## src/include/pfs_consts.svh

```systemverilog
`ifndef PFS_CONSTS_SVH
`define PFS_CONSTS_SVH

// ==================================================================
// Register map (byte addresses on the APB)
`define PFS_ADDR_W 12
`define PFS_OFS_PORT_D 12'h000
`define PFS_OFS_PORT_E 12'h004
`define PFS_OFS_PORT_F 12'h008

// ==================================================================
// Register geometry
`define PFS_REG_W 16
`define PFS_PINS 8
`define PFS_FIELD_W 2

// ==================================================================
// Power-on values; E and F depend on the debug strap
`define PFS_RST_PORT_D 16'hAA8A
`define PFS_RST_PORT_E_NORMAL 16'hAAAA
`define PFS_RST_PORT_E_DEBUG 16'h2AA8
`define PFS_RST_PORT_F_NORMAL 16'hAAAA
`define PFS_RST_PORT_F_DEBUG 16'h00AA

// ==================================================================
// Mode field codes
`define PFS_MODE_ALT 2'h0
`define PFS_MODE_OUT 2'h1
`define PFS_MODE_IN_PU 2'h2
`define PFS_MODE_IN_NOPU 2'h3

// ==================================================================
// Per-pin capability masks (bit n set = pin n has that code)
`define PFS_D_ALT_MASK 8'hFF
`define PFS_D_OUT_MASK 8'hAF
`define PFS_E_ALT_MASK 8'h34
`define PFS_E_OUT_MASK 8'hFF
`define PFS_F_ALT_MASK 8'hFF
`define PFS_F_OUT_MASK 8'h00

`endif

```

## src/include/pfs_pkg.sv

```systemverilog
`default_nettype none

// ==================================================================
// Shared types of the pin function select block
package pfs_pkg;
	// Phase of power-on initialisation
	typedef enum logic [0:0] {
		PFS_INIT_LOAD,
		PFS_INIT_RUN
	} pfs_init_t;
endpackage : pfs_pkg

`default_nettype wire

```

## src/rtl/pfs_pin_function_select.sv

```systemverilog
// Overview of operation
// - Port D register 16-bit RW, reset AA8A
// - Only power-on reset initialises the registers
// - Pin n uses bits 2n+1 and 2n
// - Port D codes: alt, output, two inputs
// - Port D pin 2 resets to alternate function
// - Port D pins 4,6: no output, reset 10
// - Port E resets AAAA normal, 2AA8 debug
// - Port E pins 0,7: 00 reserved, debug 00
// - Port E pins 1-6: alt on 2,4,5 only
// - Port F resets AAAA normal, 00AA debug
// - Port F pins 4-7: no output, debug 00
// - Port F pins 0-3: no output, reset 10
// - Strap sampled during reset selects debug mode
`include "pfs_consts.svh"
`default_nettype none

module pfs_pin_function_select
	import pfs_pkg::*;
(
	input wire logic pclk, // System clock, 20 MHz
	input wire logic presetn, // Power-on reset, active low
	input wire logic psel, // APB select
	input wire logic penable, // APB access phase
	input wire logic pwrite, // APB direction, high = write
	input wire logic [11:0] paddr, // APB byte address
	input wire logic [31:0] pwdata, // APB write data
	input wire logic [3:0] pstrb, // APB write byte strobes
	output logic [31:0] prdata, // APB read data
	output logic pready, // APB ready
	output logic pslverr, // APB error, unmapped address
	input wire logic debug_mode_strap, // Low during reset = debug mode
	output logic debug_mode, // Debug mode was strapped
	output logic [7:0] port_d_alt_sel, // Port D peripheral select
	output logic [7:0] port_d_out_en, // Port D output enable
	output logic [7:0] port_d_pullup_en, // Port D pull-up enable
	output logic [7:0] port_e_alt_sel, // Port E peripheral select
	output logic [7:0] port_e_out_en, // Port E output enable
	output logic [7:0] port_e_pullup_en, // Port E pull-up enable
	output logic [7:0] port_f_alt_sel, // Port F peripheral select
	output logic [7:0] port_f_out_en, // Port F output enable
	output logic [7:0] port_f_pullup_en // Port F pull-up enable
);

	// ==================================================================
	// Declarations
	logic strap_reg; // Strap level seen while reset is held
	logic strap_next; // Next strap capture
	logic debug_mode_reg; // Debug mode flag
	logic debug_mode_next; // Next debug mode flag
	pfs_init_t init_reg; // Init phase
	pfs_init_t init_next; // Next init phase
	logic init_load; // One-cycle load of strap values
	logic pready_reg; // Registered ready
	logic pready_next; // Next ready
	logic pslverr_reg; // Registered error
	logic pslverr_next; // Next error
	logic [31:0] prdata_reg; // Registered read data
	logic [31:0] prdata_next; // Next read data
	logic access; // Access phase in progress
	logic commit; // Transfer completes this edge
	logic hit_d; // Address selects port D
	logic hit_e; // Address selects port E
	logic hit_f; // Address selects port F
	logic wr_d; // Write port D
	logic wr_e; // Write port E
	logic wr_f; // Write port F
	logic [15:0] load_e; // Strap-dependent E value
	logic [15:0] load_f; // Strap-dependent F value
	logic [15:0] fn_d; // Port D contents
	logic [15:0] fn_e; // Port E contents
	logic [15:0] fn_f; // Port F contents

	// ==================================================================
	// Strap capture: plain flop, loads only while reset is low, so
	// no async reset may carry the pin value into it
	always_comb begin
		strap_next = strap_reg;
		if (!presetn) begin
			strap_next = debug_mode_strap;
		end
	end

	// Registered with no reset of its own
	always_ff @(posedge pclk) begin
		strap_reg <= strap_next;
	end

	// ==================================================================
	// Init sequencing: the first edge after release applies the
	// strap-dependent values, after which the registers are free
	always_comb begin
		init_next = init_reg;
		debug_mode_next = debug_mode_reg;
		init_load = 1'b0;
		case (init_reg)
			PFS_INIT_LOAD: begin
				init_load = 1'b1;
				debug_mode_next = !strap_reg;
				init_next = PFS_INIT_RUN;
			end
			PFS_INIT_RUN: begin
				init_load = 1'b0;
			end
			default: begin
				init_next = PFS_INIT_LOAD;
			end
		endcase
	end

	// Init state, reset only by power-on reset
	always_ff @(posedge pclk or negedge presetn) begin
		if (!presetn) begin
			init_reg <= PFS_INIT_LOAD;
			debug_mode_reg <= 1'b0;
		end else begin
			init_reg <= init_next;
			debug_mode_reg <= debug_mode_next;
		end
	end

	// Strap-dependent values for E and F
	always_comb begin
		if (!strap_reg) begin
			load_e = `PFS_RST_PORT_E_DEBUG;
			load_f = `PFS_RST_PORT_F_DEBUG;
		end else begin
			load_e = `PFS_RST_PORT_E_NORMAL;
			load_f = `PFS_RST_PORT_F_NORMAL;
		end
	end

	// ==================================================================
	// APB slave: one wait state, ready rises in the second access
	// cycle; writes land only on the completing edge
	assign access = psel && penable;
	assign commit = access && pready_reg;
	assign hit_d = (paddr == `PFS_OFS_PORT_D);
	assign hit_e = (paddr == `PFS_OFS_PORT_E);
	assign hit_f = (paddr == `PFS_OFS_PORT_F);
	// Writes during the load cycle are held off by the wait state
	assign wr_d = commit && pwrite && hit_d;
	assign wr_e = commit && pwrite && hit_e;
	assign wr_f = commit && pwrite && hit_f;

	// Answer computation
	always_comb begin
		pready_next = 1'b0;
		pslverr_next = 1'b0;
		prdata_next = 32'h00000000;
		if (access && !pready_reg) begin
			pready_next = 1'b1;
			// Unmapped address answers with an error
			pslverr_next = !(hit_d || hit_e || hit_f);
			if (!pwrite) begin
				// Read returns the stored word, upper half zero
				if (hit_d) begin
					prdata_next = {16'h0000, fn_d};
				end else if (hit_e) begin
					prdata_next = {16'h0000, fn_e};
				end else if (hit_f) begin
					prdata_next = {16'h0000, fn_f};
				end else begin
					prdata_next = 32'h00000000;
				end
			end
		end
	end

	// Answer registers
	always_ff @(posedge pclk or negedge presetn) begin
		if (!presetn) begin
			pready_reg <= 1'b0;
			pslverr_reg <= 1'b0;
			prdata_reg <= 32'h00000000;
		end else begin
			pready_reg <= pready_next;
			pslverr_reg <= pslverr_next;
			prdata_reg <= prdata_next;
		end
	end

	// ==================================================================
	// Function registers, cleared by power-on reset only
	pfs_fn_reg #(
		.RESET_VAL(`PFS_RST_PORT_D)
	) u_reg_d (
		.pclk(pclk),
		.presetn(presetn),
		.load(1'b0),
		.load_val(16'h0000),
		.wr(wr_d),
		.lanes(pstrb[1:0]),
		.wdata(pwdata[15:0]),
		.value(fn_d)
	);

	pfs_fn_reg #(
		.RESET_VAL(`PFS_RST_PORT_E_NORMAL)
	) u_reg_e (
		.pclk(pclk),
		.presetn(presetn),
		.load(init_load),
		.load_val(load_e),
		.wr(wr_e),
		.lanes(pstrb[1:0]),
		.wdata(pwdata[15:0]),
		.value(fn_e)
	);

	pfs_fn_reg #(
		.RESET_VAL(`PFS_RST_PORT_F_NORMAL)
	) u_reg_f (
		.pclk(pclk),
		.presetn(presetn),
		.load(init_load),
		.load_val(load_f),
		.wr(wr_f),
		.lanes(pstrb[1:0]),
		.wdata(pwdata[15:0]),
		.value(fn_f)
	);

	// ==================================================================
	// Per-pin decoders; field n sits at bits 2n+1:2n
	genvar pin;
	generate
		for (pin = 0; pin < `PFS_PINS; pin++) begin : g_pin
			// Port D: pins 4 and 6 lack port output
			pfs_pin_decode #(
				.ALT_OK(1'(`PFS_D_ALT_MASK >> pin)),
				.OUT_OK(1'(`PFS_D_OUT_MASK >> pin))
			) u_dec_d (
				.pclk(pclk),
				.presetn(presetn),
				.mode(fn_d[2*pin+1 -: 2]),
				.alt_sel(port_d_alt_sel[pin]),
				.out_en(port_d_out_en[pin]),
				.pullup_en(port_d_pullup_en[pin])
			);
			// Port E: alternate function on pins 2, 4 and 5 only
			pfs_pin_decode #(
				.ALT_OK(1'(`PFS_E_ALT_MASK >> pin)),
				.OUT_OK(1'(`PFS_E_OUT_MASK >> pin))
			) u_dec_e (
				.pclk(pclk),
				.presetn(presetn),
				.mode(fn_e[2*pin+1 -: 2]),
				.alt_sel(port_e_alt_sel[pin]),
				.out_en(port_e_out_en[pin]),
				.pullup_en(port_e_pullup_en[pin])
			);
			// Port F: no port output on any pin
			pfs_pin_decode #(
				.ALT_OK(1'(`PFS_F_ALT_MASK >> pin)),
				.OUT_OK(1'(`PFS_F_OUT_MASK >> pin))
			) u_dec_f (
				.pclk(pclk),
				.presetn(presetn),
				.mode(fn_f[2*pin+1 -: 2]),
				.alt_sel(port_f_alt_sel[pin]),
				.out_en(port_f_out_en[pin]),
				.pullup_en(port_f_pullup_en[pin])
			);
		end
	endgenerate

	// ==================================================================
	// Outputs, all straight from flops
	assign prdata = prdata_reg;
	assign pready = pready_reg;
	assign pslverr = pslverr_reg;
	assign debug_mode = debug_mode_reg;
endmodule : pfs_pin_function_select

`default_nettype wire

```

## src/rtl/pfs_fn_reg.sv

```systemverilog
`include "pfs_consts.svh"
`default_nettype none

// ==================================================================
// One 16-bit function register with byte-lane writes and a
// one-shot load used to apply strap-dependent initial values
module pfs_fn_reg #(
	parameter logic [15:0] RESET_VAL = 16'h0000
) (
	input wire logic pclk, // System clock
	input wire logic presetn, // Power-on reset, active low
	input wire logic load, // Apply load_val this cycle
	input wire logic [15:0] load_val, // Strap-dependent initial value
	input wire logic wr, // Write strobe
	input wire logic [1:0] lanes, // Byte lanes to write
	input wire logic [15:0] wdata, // Write data
	output logic [15:0] value // Stored contents
);
	logic [15:0] value_reg; // Stored contents
	logic [15:0] value_next; // Next contents

	// ==================================================================
	// Next value: load wins, it only occurs before software runs
	always_comb begin
		value_next = value_reg;
		if (load) begin
			value_next = load_val;
		end else if (wr) begin
			if (lanes[0]) begin
				value_next[7:0] = wdata[7:0];
			end
			if (lanes[1]) begin
				value_next[15:8] = wdata[15:8];
			end
		end
	end

	// ==================================================================
	// Only power-on reset clears the register
	always_ff @(posedge pclk or negedge presetn) begin
		if (!presetn) begin
			value_reg <= RESET_VAL;
		end else begin
			value_reg <= value_next;
		end
	end

	assign value = value_reg;
endmodule : pfs_fn_reg

`default_nettype wire

```

## src/rtl/pfs_pin_decode.sv

```systemverilog
`include "pfs_consts.svh"
`default_nettype none

// ==================================================================
// Turns one 2-bit mode field into registered pin controls
module pfs_pin_decode #(
	parameter bit ALT_OK = 1'b1,
	parameter bit OUT_OK = 1'b1
) (
	input wire logic pclk, // System clock
	input wire logic presetn, // Power-on reset, active low
	input wire logic [1:0] mode, // Mode field of this pin
	output logic alt_sel, // Pin given to the peripheral
	output logic out_en, // Port output driver on
	output logic pullup_en // Input pull-up on
);
	logic alt_sel_reg; // Registered peripheral select
	logic out_en_reg; // Registered driver enable
	logic pullup_en_reg; // Registered pull-up enable
	logic alt_sel_next; // Decoded peripheral select
	logic out_en_next; // Decoded driver enable
	logic pullup_en_next; // Decoded pull-up enable

	// ==================================================================
	// Decode; a reserved code falls back to input with pull-up
	always_comb begin
		alt_sel_next = 1'b0;
		out_en_next = 1'b0;
		pullup_en_next = 1'b0;
		case (mode)
			`PFS_MODE_ALT: begin
				alt_sel_next = ALT_OK;
				pullup_en_next = !ALT_OK;
			end
			`PFS_MODE_OUT: begin
				out_en_next = OUT_OK;
				pullup_en_next = !OUT_OK;
			end
			`PFS_MODE_IN_PU: begin
				pullup_en_next = 1'b1;
			end
			default: begin
				pullup_en_next = 1'b0;
			end
		endcase
	end

	// ==================================================================
	// Controls reach the pad one cycle after the field changes
	always_ff @(posedge pclk or negedge presetn) begin
		if (!presetn) begin
			alt_sel_reg <= 1'b0;
			out_en_reg <= 1'b0;
			pullup_en_reg <= 1'b0;
		end else begin
			alt_sel_reg <= alt_sel_next;
			out_en_reg <= out_en_next;
			pullup_en_reg <= pullup_en_next;
		end
	end

	assign alt_sel = alt_sel_reg;
	assign out_en = out_en_reg;
	assign pullup_en = pullup_en_reg;
endmodule : pfs_pin_decode

`default_nettype wire

```

## config.mk

```make
export PLATFORM = sky130hd
export DESIGN_NAME = pfs_pin_function_select
export DESIGN_NICKNAME = d
export VERILOG_FILES = /design/src/include/pfs_pkg.sv /design/src/rtl/pfs_pin_function_select.sv /design/src/rtl/pfs_fn_reg.sv /design/src/rtl/pfs_pin_decode.sv
export VERILOG_INCLUDE_DIRS = /design/src /design/src/include
export SDC_FILE = /design/constraint.sdc
export NUM_CORES = 1
export LEC_CHECK = 0
export CAP_MARGIN = 30
export CORE_MARGIN = 2
export CORE_UTILIZATION = 45
export DETAILED_ROUTE_END_ITERATION = 6
export DONT_BUFFER_PORTS = 1
export PLACE_DENSITY = 0.58
export SLEW_MARGIN = 20
export SYNTH_ARGS = -nofsm -noshare
export SYNTH_HDL_FRONTEND = slang
export SYNTH_SLANG_ARGS = --single-unit
```

## constraint.sdc

```tcl
create_clock -name pclk -period 1.6 [get_ports pclk]
set_input_delay 0.16 -clock pclk [delete_from_list [all_inputs] [get_ports pclk]]
set_output_delay 0.16 -clock pclk [all_outputs]
set_load 0.02 [all_outputs]
```

Word-level counts from Yosys, hierarchy flattened
Index checks and enable logic that the tools add are counted.
{"block": "classes", "n_eq_ne": 50, "mux": 73, "bitwise_logic": 1, "reduce_logical": 62}
{"operator": "$mux 16", "n": 11}
{"operator": "$mux 1", "n": 59}
{"operator": "$eq 2x1->1 const B", "n": 24}
{"operator": "$eq 2x2->1 const B", "n": 24}
{"operator": "$logic_not 2->1", "n": 24}
{"operator": "$reduce_or 2->1", "n": 15}
{"operator": "$mux 8", "n": 2}
{"operator": "$eq 12x3->1 const B", "n": 1}
{"operator": "$eq 12x4->1 const B", "n": 1}
{"operator": "$logic_not 12->1", "n": 1}
{"operator": "$reduce_and 2->1", "n": 6}
{"operator": "$reduce_bool 2->1", "n": 4}
{"operator": "$logic_and 1x1->1", "n": 7}
{"operator": "$logic_not 1->1", "n": 3}
{"operator": "$logic_or 1x1->1", "n": 2}
{"operator": "$pmux 1 s2", "n": 1}
{"operator": "$not 1->1", "n": 1}
{"block": "totals", "regBits": 142, "in_bits": 54, "out_inout_bits": 107, "elab_cells": 255}

Longest topological paths before layout
Gate-level depths: netlist (run 1).
{"block": "depth", "ltp_word": 6, "depth_mapped": 6, "ltp_nobuf": 4}

Modules after synthesis
Synthesis (run 1) repeated with hierarchy kept, for this count alone.
{"block": "hier_totals", "cells_unflattened": 566, "area_unflattened_um2": 6493.7}
{"mod": "pfs_fn_reg at u_reg_e ...", "n_inst": 2, "cells_per_inst": 93, "area_each_um2": 1034.7, "seq_area_each_um2": 410.4}
{"mod": "pfs_pin_function_select", "n_inst": 1, "cells_per_inst": 133, "area_each_um2": 1338.8, "seq_area_each_um2": 530.5}
{"mod": "pfs_fn_reg at u_reg_d", "n_inst": 1, "cells_per_inst": 93, "area_each_um2": 1033.5, "seq_area_each_um2": 409.1}
{"mod": "pfs_pin_decode at g_pin[0].u_dec_d ...", "n_inst": 9, "cells_per_inst": 6, "area_each_um2": 93.8, "seq_area_each_um2": 75.1}
{"mod": "pfs_pin_decode at g_pin[0].u_dec_f ...", "n_inst": 10, "cells_per_inst": 7, "area_each_um2": 81.3, "seq_area_each_um2": 50.0}
{"mod": "pfs_pin_decode at g_pin[0].u_dec_e ...", "n_inst": 5, "cells_per_inst": 6, "area_each_um2": 78.8, "seq_area_each_um2": 50.0}

Worst setup path before layout (run 1)
No wires, ideal clock.
{"block": "synth_timing", "path_type": "flip-flop to flip-flop", "from": "reg pready_reg, in the netlist pready", "to": "reg u_reg_e.value_reg[3], in the netlist u_reg_e.value[3]", "setup_ns": 0.075, "arrival_ns": 1.550, "t_required_ns": 1.525, "setup_slack_ns": -0.025, "stages_incl_launch_ff": 5, "n_path_buf": 0, "cell_sequence": "dfrtp_1 > and4_1 > nand2_1 > nor2_1 > mux2i_1"}
{"block": "synth_via", "elab_chain_cells": 5}
{"item": "from (decl)", "line": "pfs_pin_function_select.sv:54", "source": "logic pready_reg;"}
{"item": "from (signal assigned)", "line": "pfs_pin_function_select.sv:177", "source": "pready_reg <= pready_next;"}
{"item": "$logic_and 1x1->1", "line": "pfs_pin_function_select.sv:137", "source": "assign commit = access && pready_reg;"}
{"item": "$logic_and 1x1->1 (2 in series)", "line": "pfs_pin_function_select.sv:143", "source": "assign wr_e = commit && pwrite && hit_e;"}
{"item": "$reduce_bool 2->1 (no source line)"}
{"item": "$reduce_and 2->1 (no source line)"}
{"item": "to (signal assigned)", "line": "pfs_fn_reg.sv:44", "source": "value_reg <= value_next;"}
{"item": "to (decl)", "line": "pfs_fn_reg.sv:19", "source": "logic [15:0] value_reg;"}
Every way passes these cells.
A chain may end at the register's enable or synchronous reset.

Worst setup path after layout (run 1)
{"block": "layout_timing", "from": "reg pready_reg, in the netlist pready", "to": "reg prdata_reg[4], in the netlist prdata[4]"}
{"block": "layout_via", "elab_chain_cells": 3}
{"item": "$logic_not 1->1", "line": "pfs_pin_function_select.sv:151", "source": "if (access && !pready_reg) begin"}
{"item": "$logic_and 1x1->1", "line": "pfs_pin_function_select.sv:151"}
{"item": "$mux 16", "line": "pfs_pin_function_select.sv:151"}
{"item": "via prdata_next[4]", "line": "pfs_pin_function_select.sv:59", "source": "logic [31:0] prdata_next;"}
{"item": "to (signal assigned)", "line": "pfs_pin_function_select.sv:179", "source": "prdata_reg <= prdata_next;"}
{"item": "to (decl)", "line": "pfs_pin_function_select.sv:58", "source": "logic [31:0] prdata_reg;"}
The timed path passes the listed nets, and every way through them passes these cells.

==> results.json, run 1 <==
{
  "power-per-cell-area_mw_per_mm2": 1220,
  "die_area_sq_mm": 0.0134,
  "max_stage_delay_ns": 0.59,
  "critPathCaptureType": "flip-flop",
  "synth_fa_ha_area_frac": 0.0223,
  "dr.pass1.iters": 4,
  "period_share": 0.945,
  "maxCapViolCount": 0,
  "avgSynthCellArea_sq_um": 11.3,
  "worstPathMaxFanout": 6,
  "clockBufferDepth": 2,
  "die_x_um": 116,
  "timing.fmax_mhz": 661,
  "clk_pin_slew_ns": 0.06,
  "critPathKind": "reg2reg",
  "port_buffers": 0,
  "gp_congestion": 0.807,
  "io_pins": 161,
  "synth_top_family_by_area": "buffers and inverters",
  "placed_area_sq_mm": 0.00538,
  "synth-xor-area-share": 0,
  "grt_usage": 0.178,
  "worst_pin_slew_ns": 0.847,
  "outcome": "finished, violations left",
  "hold_violations": 125,
  "ir_worst_vdd_v": 0.000630,
  "cts.sinks": 126,
  "synth_compound_area_frac": 0.0509,
  "ant_nets": 0,
  "reg2reg_setup_slack_ns": 0.09,
  "fin_nets": 549,
  "rsz0062_at_grt": "false",
  "drc": 0,
  "die_h_um": 116,
  "max_slew_margin": 0.435,
  "final.min_clock_period_ns": 1.51,
  "cp-start-kind": "flip-flop",
  "syn-cell-area_sq_mm": 0.00560,
  "vias": 3176,
  "yosys.area_share.simple": 0.135,
  "core_sq_mm": 0.0121,
  "cts_tree": "built",
  "violations": "hold timing",
  "drtIter0Drc": 135,
  "syn_inst": 496,
  "synth.area.mux_share": 0.0710,
  "first_global_vias": 3289,
  "yosys_warnings": 0,
  "cts_setup_buffers": 0,
  "yosys.area.top_type": "dfrtp_1",
  "synth-edff-count": 1,
  "power_leakage_nw": 2.92,
  "whs_ns": -0.558,
  "required_ns": 1.91,
  "ys_types": 34,
  "yosysSeqAreaShare": 0.569,
  "mostFrequentLayoutCells": "102 x dfrtp_1, 35 x nor2_1, 32 x conb_1",
  "cts_root_buf": "clkbuf_16",
  "grt_pass1_wl_mm": 17.6,
  "drive_above_1_share": 0.191,
  "start_util": 0.464,
  "stdcell_area_sq_mm": 0.00626,
  "synthFlopType": "dfrtp_1",
  "wl_mm": 11.0,
  "ys_ff_latch": 126,
  "async_reset_ff_frac": 0.992,
  "cts-buffers-inserted": 17,
  "rows": 40,
  "tns_ns": 0,
  "dpl.hpwl_mm": 7.14,
  "fin_ws_ns": 0.0882,
  "n_antenna_cell": 0,
  "grt_max_degree": 127,
  "syn2layout_area_growth_pct": 11.8,
  "cp.arrival_ns": 1.82,
  "antenna_found_initial": 0,
  "dp_slack_ns": -0.0480,
  "worstSkewPairLatency_ns": 0.41,
  "hold_path.class": "in2async",
  "skew_ns": 0.00875,
  "synth_area_leaders": "dfrtp_1 46%, buf_4 12%, dfstp_2 11%",
  "final_common_cell": "dfrtp_1",
  "slowest_stage": "or4_4",
  "slew_violations": 0,
  "htree_levels": 4,
  "avgRoutedWirePerCell_um": 16.5,
  "synth.top_cell.area_share": 0.456,
  "grt_overflow": 0,
  "cp_cell_sequence": "or4_4, buf_4, nor3_1",
  "setup-violations-final": 0,
  "avgViaCountPerCell": 4.77
}
[synth_stat cells, drive strengths merged (14+ instances only)]
master / n
clkbuf: 14
nor2b: 30
nor2: 38
dfstp: 23
dfrtp: 102
nand2: 29
o21ai: 30
nor3: 15
buf: 90
inv: 30
mux2i: 24
mux2: 14
[what timing repair did]
item | in CTS | in global routing
gates resized for setup | 0 | 6
endpoints found under the setup margin | 0 | 17
hold buffers | 22 | 1
endpoints found under the hold margin | 190 | 126
[layout make-up]
type	count	area, sq um
clock buffers	22	474
clock inverters	10	160
fillers	1042	5800
inverters	30	113
multi-input cells	266	1700
flip-flops and latches	126	3190
well taps	168	210
repair buffers	44	415
[metal layers]
metal,vias to the layer above,GRT usage,part of all wire
met5,-,0,0
met4,0,0.0659,0.015
met3,12,0.0711,0.072
met2,125,0.256,0.44
met1,1557,0.242,0.47
li1,1482,-,-
[kinds of logic (layout without fill, tap and decap cells)]
family / count (synthesis) / in the layout
and+or+nand+nor: 134 / 134
buffers and inverters: 134 / 106
DFF: 126 / 126
AOI/OAI and AO/OA: 52 / 52
muxes: 38 / 38
adders and majority gates: 10 / 10
other: 2 / 32
[through the flow]
| step | util | power [W] | cells |
|---|---|---|---|
| after floorplan | - | 0.00362 | 526 |
| after global placement | 0.446 | 0.00357 | 611 |
| after detailed placement | 0.446 | 0.00357 | 611 |
| after CTS | 0.517 | 0.00773 | 665 |
| after global routing | 0.519 | 0.00795 | 666 |
| final | 0.519 | 0.00764 | 666 |
[power by group]
part	internal [W]	switching, W
Clock	0.00273	0.00132
Combinational	0.0000943	0.000184
Sequential	0.00325	0.0000607
[critical path: cells and delay by family, from the launching register on]
family                 cells  cell delay [ns]
AND/OR/NAND/NOR            2             0.81
flip-flops                 1             0.40
buffers and inverters      1             0.20
[final timing paths]
kind,start,endpoint,cells past startpoint
worst min-delay path,presetn,g_pin[6].u_dec_d.alt_sel,0
worst max-delay path,pready,prdata[4],3
min in group pclk,paddr[3],prdata[12],3
worst max register to register,pready,prdata[4],3
max in group asynchronous,presetn,u_reg_e.value[5],0
worst min register to register,u_reg_e.value[0],g_pin[0].u_dec_e.pullup_en,1
Power figures use the tool's default switching activity.
==> inputs of run 2 (changes only) <==
--- a/config.mk
+++ b/config.mk
@@ -8,10 +8,10 @@
 export LEC_CHECK = 0
 export CAP_MARGIN = 30
 export CORE_MARGIN = 2
-export CORE_UTILIZATION = 45
+export CORE_UTILIZATION = 63
 export DETAILED_ROUTE_END_ITERATION = 6
 export DONT_BUFFER_PORTS = 1
-export PLACE_DENSITY = 0.58
+export PLACE_DENSITY = 0.79
 export SLEW_MARGIN = 20
 export SYNTH_ARGS = -nofsm -noshare
 export SYNTH_HDL_FRONTEND = slang
==> results.json, run 2 (synthesis results as in run 1) <==
{
  "grt_overflow": 0,
  "drc": 0,
  "cts.sinks": 126,
  "final_common_cell": "dfrtp_1",
  "timing.fmax_mhz": 648,
  "mostFrequentLayoutCells": "102 x dfrtp_1, 35 x nor2_1, 32 x conb_1",
  "grt_usage": 0.230,
  "clk_pin_slew_ns": 0.06,
  "hold_path.class": "in2async",
  "grt_pass1_wl_mm": 17.2,
  "period_share": 0.964,
  "fin_nets": 554,
  "dp_slack_ns": -0.0415,
  "dpl.hpwl_mm": 6.71,
  "hold_buffers": 28,
  "gp_congestion": 0.763,
  "r2r_start": "pready",
  "avgRoutedWirePerCell_um": 17.3,
  "slowest_stage": "dlygate4sd3_1",
  "worstSetupEndpoint": "u_reg_d.value[5]",
  "cpLargestDelayFamily": "buffers and inverters",
  "n_antenna_cell": 0,
  "fillers": 592,
  "whs_ns": -0.658,
  "wl_mm": 10.6,
  "cts_tree": "built",
  "hold_violations": 126,
  "die_h_um": 98.3,
  "cp-start-kind": "input port",
  "skew_ns": 0.0139,
  "dr.pass1.iters": 4,
  "vias": 3296,
  "drtIter0Drc": 163,
  "rsz0062_at_grt": "false",
  "grt_util_met2": 0.358,
  "dpl.cell_count": 549,
  "ir_worst_vdd_v": 0.000772,
  "cp_cell_sequence": "dlygate4sd3_1, nor4_4, buf_4, nand4_2, nor2_2, buf_12, mux2_1",
  "slew_violations": 0,
  "violations": "hold timing",
  "clockBufferDepth": 2,
  "antenna_found_initial": 0,
  "power_leakage_nw": 2.90,
  "grt_max_degree": 127,
  "worstSkewPairLatency_ns": 0.51,
  "instances_no_fill": 611,
  "maxCapViolCount": 0,
  "start_util": 0.645,
  "worst_pin_slew_ns": 0.856,
  "rows": 34,
  "met3_usage": 0.0630,
  "cts_root_buf": "clkbuf_8",
  "core_sq_mm": 0.00868,
  "syn2layout_area_growth_pct": 10.3,
  "met1_usage": 0.313,
  "critPathCaptureType": "flip-flop",
  "avgViaCountPerCell": 5.39,
  "first_global_vias": 3320,
  "final.min_clock_period_ns": 1.54,
  "path_buf_inv": 3,
  "ant_nets": 0,
  "port_buffers": 0,
  "cts-buffers-inserted": 17,
  "htree_levels": 4,
  "grt-busiest-layer": "met2",
  "max_stage_delay_ns": 0.57,
  "total_power_w": 0.00714,
  "reg2reg_to": "u_reg_d.value[5]",
  "max_slew_margin": 0.429,
  "required_ns": 1.99,
  "setup-violations-final": 0,
  "io_pins": 161,
  "power-per-cell-area_mw_per_mm2": 1160,
  "outcome": "finished, violations left",
  "worstPathMaxFanout": 8,
  "drive_above_1_share": 0.193,
  "reg2reg_setup_slack_ns": 0.07,
  "cp.depth": 7,
  "startpoint": "paddr[1]",
  "fin_ws_ns": 0.0577,
  "finish.utilization": 0.712,
  "die_x_um": 98.3,
  "die_area_sq_mm": 0.00966,
  "critPathKind": "in2reg",
  "r2r_cells": 5,
  "cp.arrival_ns": 1.93
}
[run 2: cell types whose count changed in the layout (fill, tap and decap cells not counted), moves of 3 or more]
cell           before  now
inv_6               0    4
clkinvlp_4          1    4
bufinv_16           4    1
dlygate4sd3_1      22   27
[run 2: area by class of cell]
class / instances / area, sq um / area share
multi-input cells: 266 / 1700 / 0.276
flip-flops and latches: 126 / 3190 / 0.516
clock inverters: 14 / 135 / 0.0219
repair buffers: 49 / 478 / 0.0774
inverters: 30 / 113 / 0.0182
clock buffers: 18 / 428 / 0.0693
well taps: 108 / 135 / 0.0219
[run 2: repair_timing]
action,in CTS,in global routing
setup endpoints to repair,0,25
endpoints found under the hold margin,193,125
gates resized for setup,0,8
setup buffers,0,2
[run 2: power by group]
group          leakage, nW  switching, W  internal [W]
clock network        0.265       0.00142       0.00212
registers             1.55     0.0000603       0.00325
logic                 1.08      0.000188      0.000102
[run 2: through the flow]
| step | setup TNS (ns) | hold WS [ns] | cell area [sq um] |
|---|---|---|---|
| 6_report | 0 | -0.658 | 6180 |
| 5_1_grt | 0 | -0.682 | 6180 |
| 4_1_cts | 0 | -0.681 | 6140 |
| 3_5_place_dp | -0.202 | -0.132 | 5290 |
| 3_3_place_gp | -0.0162 | -0.132 | 5290 |
| 2_1_floorplan | -0.109 | -0.136 | 5730 |
[run 2: worst min-delay path by stage]
stage             from  slack, ns  depth (start not counted)                    endpoint
2_1_floorplan  presetn      -0.14                          0                  debug_mode
3_3_place_gp   presetn      -0.13                          0  g_pin[6].u_dec_d.pullup_en
3_5_place_dp   presetn      -0.13                          0    g_pin[6].u_dec_d.alt_sel
4_1_cts        presetn      -0.68                          0     g_pin[0].u_dec_d.out_en
5_1_grt        presetn      -0.68                          0    g_pin[6].u_dec_d.alt_sel
6_report       presetn      -0.66                          0    g_pin[6].u_dec_d.alt_sel
[run 2: layer usage]
layer	up-vias	share of wire
li1	1496	-
met1	1625	0.43
met2	166	0.48
met3	9	0.084
met4	0	0.0082
met5	-	0
[run 2: worst reg2reg max path, cell delays in order, from the launching register on]
cell     delay [ns]
dfrtp_1        0.39
and4_4         0.27
nand2_2        0.10
nor2_2         0.17
buf_12         0.15
mux2_1         0.33
==> inputs of run 3 (changes only) <==
==> constraint.sdc (replaced) <==
create_clock -name pclk -period 1.57 [get_ports pclk]
set_input_delay 0.157 -clock pclk [delete_from_list [all_inputs] [get_ports pclk]]
set_output_delay 0.157 -clock pclk [all_outputs]
set_load 0.02 [all_outputs]
==> results.json, run 3 (synthesis results as in run 1) <==
{
  "outcome": "finished, violations left",
  "violations": "hold timing",
  "worstPathMaxFanout": 5,
  "ant_nets": 0,
  "die_h_um": 98.3,
  "timing.fmax_mhz": 646,
  "cp-start-kind": "flip-flop",
  "critPathCaptureType": "flip-flop",
  "seq_power_share": 0.437,
  "htree_levels": 4,
  "dr.pass1.iters": 4,
  "first_global_vias": 3421,
  "drtIter0Drc": 213,
  "max_slew_margin": 0.393,
  "path_buf_inv": 0,
  "worstSkewPairLatency_ns": 0.51,
  "power-per-cell-area_mw_per_mm2": 1240,
  "maxCapViolCount": 0,
  "final.min_clock_period_ns": 1.55,
  "whs_ns": -0.661,
  "dpl.hpwl_mm": 6.66,
  "total_power_w": 0.00773,
  "clockPowerShare": 0.525,
  "slowest_stage": "or4_1",
  "grt_pass1_wl_mm": 17.7,
  "combPwrFrac": 0.038,
  "mostFrequentLayoutCells": "102 x dfrtp_1, 35 x nor2_1, 32 x conb_1",
  "cp.arrival_ns": 1.97,
  "wl_met1_mm": 4.64,
  "antenna_found_initial": 0,
  "max_stage_delay_ns": 0.47,
  "cts_root_buf": "clkbuf_8",
  "reg2reg_setup_slack_ns": 0.02,
  "setup-violations-final": 0,
  "worst_pin_slew_ns": 0.910,
  "hold_path.class": "in2async",
  "power_leakage_nw": 2.94,
  "cp_cell_sequence": "and4_4, nand2_2, or4_1, a31oi_1",
  "cts_tree": "built",
  "wl_met2_mm": 5.24,
  "start_util": 0.645,
  "core_sq_mm": 0.00868,
  "gp_congestion": 0.819,
  "io_pins": 161,
  "top_layer": "met4",
  "dr_wl_met3_um": 806,
  "n_antenna_cell": 0,
  "period_share": 0.985,
  "grt_max_degree": 127,
  "die_area_sq_mm": 0.00966,
  "p_sw_w": 0.00161,
  "skew_ns": 0.00847,
  "avgRoutedWirePerCell_um": 17.9,
  "clockBufferDepth": 2,
  "port_buffers": 0,
  "drive_above_1_share": 0.188,
  "syn2layout_area_growth_pct": 11.2,
  "grt_usage": 0.238,
  "rows": 34,
  "swShare": 0.208,
  "cpLargestDelayFamily": "simple AND/OR/NAND/NOR gates",
  "grt_overflow": 0,
  "vias": 3355,
  "cts.sinks": 126,
  "fin_nets": 551,
  "hold_violations": 125,
  "slew_violations": 0,
  "cts-buffers-inserted": 17,
  "drc": 0,
  "clk_pin_slew_ns": 0.06,
  "critPathKind": "reg2reg",
  "ir_worst_vdd_v": 0.000820,
  "rsz0062_at_grt": "true",
  "avgViaCountPerCell": 5.52,
  "die_x_um": 98.3,
  "required_ns": 1.99,
  "wl_mm": 10.9,
  "intPower_w": 0.00612,
  "final_common_cell": "dfrtp_1"
}
run 3: per-stage QoR:
step / std cells / TNS, ns / area (sq um) / util / worst slack (ns)
floorplan: 526 / -0.0456 / 5740 / - / -0.0456
global placement: 551 / 0 / 5340 / 0.615 / 0.0198
detailed placement: 551 / -0.0409 / 5340 / 0.615 / -0.0174
CTS: 607 / 0 / 6210 / 0.715 / 0.00762
global route: 608 / -0.0302 / 6230 / 0.717 / -0.0157
finish: 608 / 0 / 6230 / 0.717 / 0.0231
run 3: worst reg2reg max path: cells and delay by family (launching register included):
family           cells  cell delay (ns)
AND/OR/NAND/NOR      3             0.85
AO/OA/AOI/OAI        1             0.23
flip-flops           1             0.37
run 3: routing by layer:
metal | GRT usage | vias up
met5 | 0 | -
met4 | 0.0980 | 0
met3 | 0.0702 | 17
met2 | 0.365 | 177
met1 | 0.322 | 1659
li1 | - | 1502
run 3: path summary, 6_finish.rpt:
kind,startpoint,end,depth (start not counted)
max in group asynchronous,presetn,u_reg_f.value[1],0
min in group pclk,paddr[1],pslverr,4
min reg2reg,u_reg_e.value[0],g_pin[0].u_dec_e.pullup_en,1
max reg2reg,pready,u_reg_e.value[1],4
min,presetn,g_pin[6].u_dec_d.alt_sel,0
max,pready,u_reg_e.value[1],4
run 3: power groups by stage:
stage / clock [W] / sequential (W) / combinational [W]
6_report: 0.00406 / 0.00338 / 0.000296
5_1_grt: 0.00425 / 0.00338 / 0.000321
4_1_cts: 0.00412 / 0.00338 / 0.000287
3_5_place_dp: 0 / 0.00343 / 0.000211
3_3_place_gp: 0 / 0.00343 / 0.000203
2_1_floorplan: 0 / 0.00339 / 0.000302
run 3: cell type report:
class | instances | area (sq um)
sequential | 126 | 3190
fill | 599 | 2450
multi-input combinational | 266 | 1700
timing repair buffer | 46 | 464
clock buffer | 22 | 463
clock inverter | 10 | 160
tap | 108 | 135
inverter | 30 | 113
run 3: timing repair:
item | CTS | global route
hold buffers | 24 | 1
endpoints found under the setup margin | 1 | 12
resized for setup | 2 | 4
setup buffers | 0 | 0
endpoints found under the hold margin | 193 | 126
pin swaps | 0 | 2
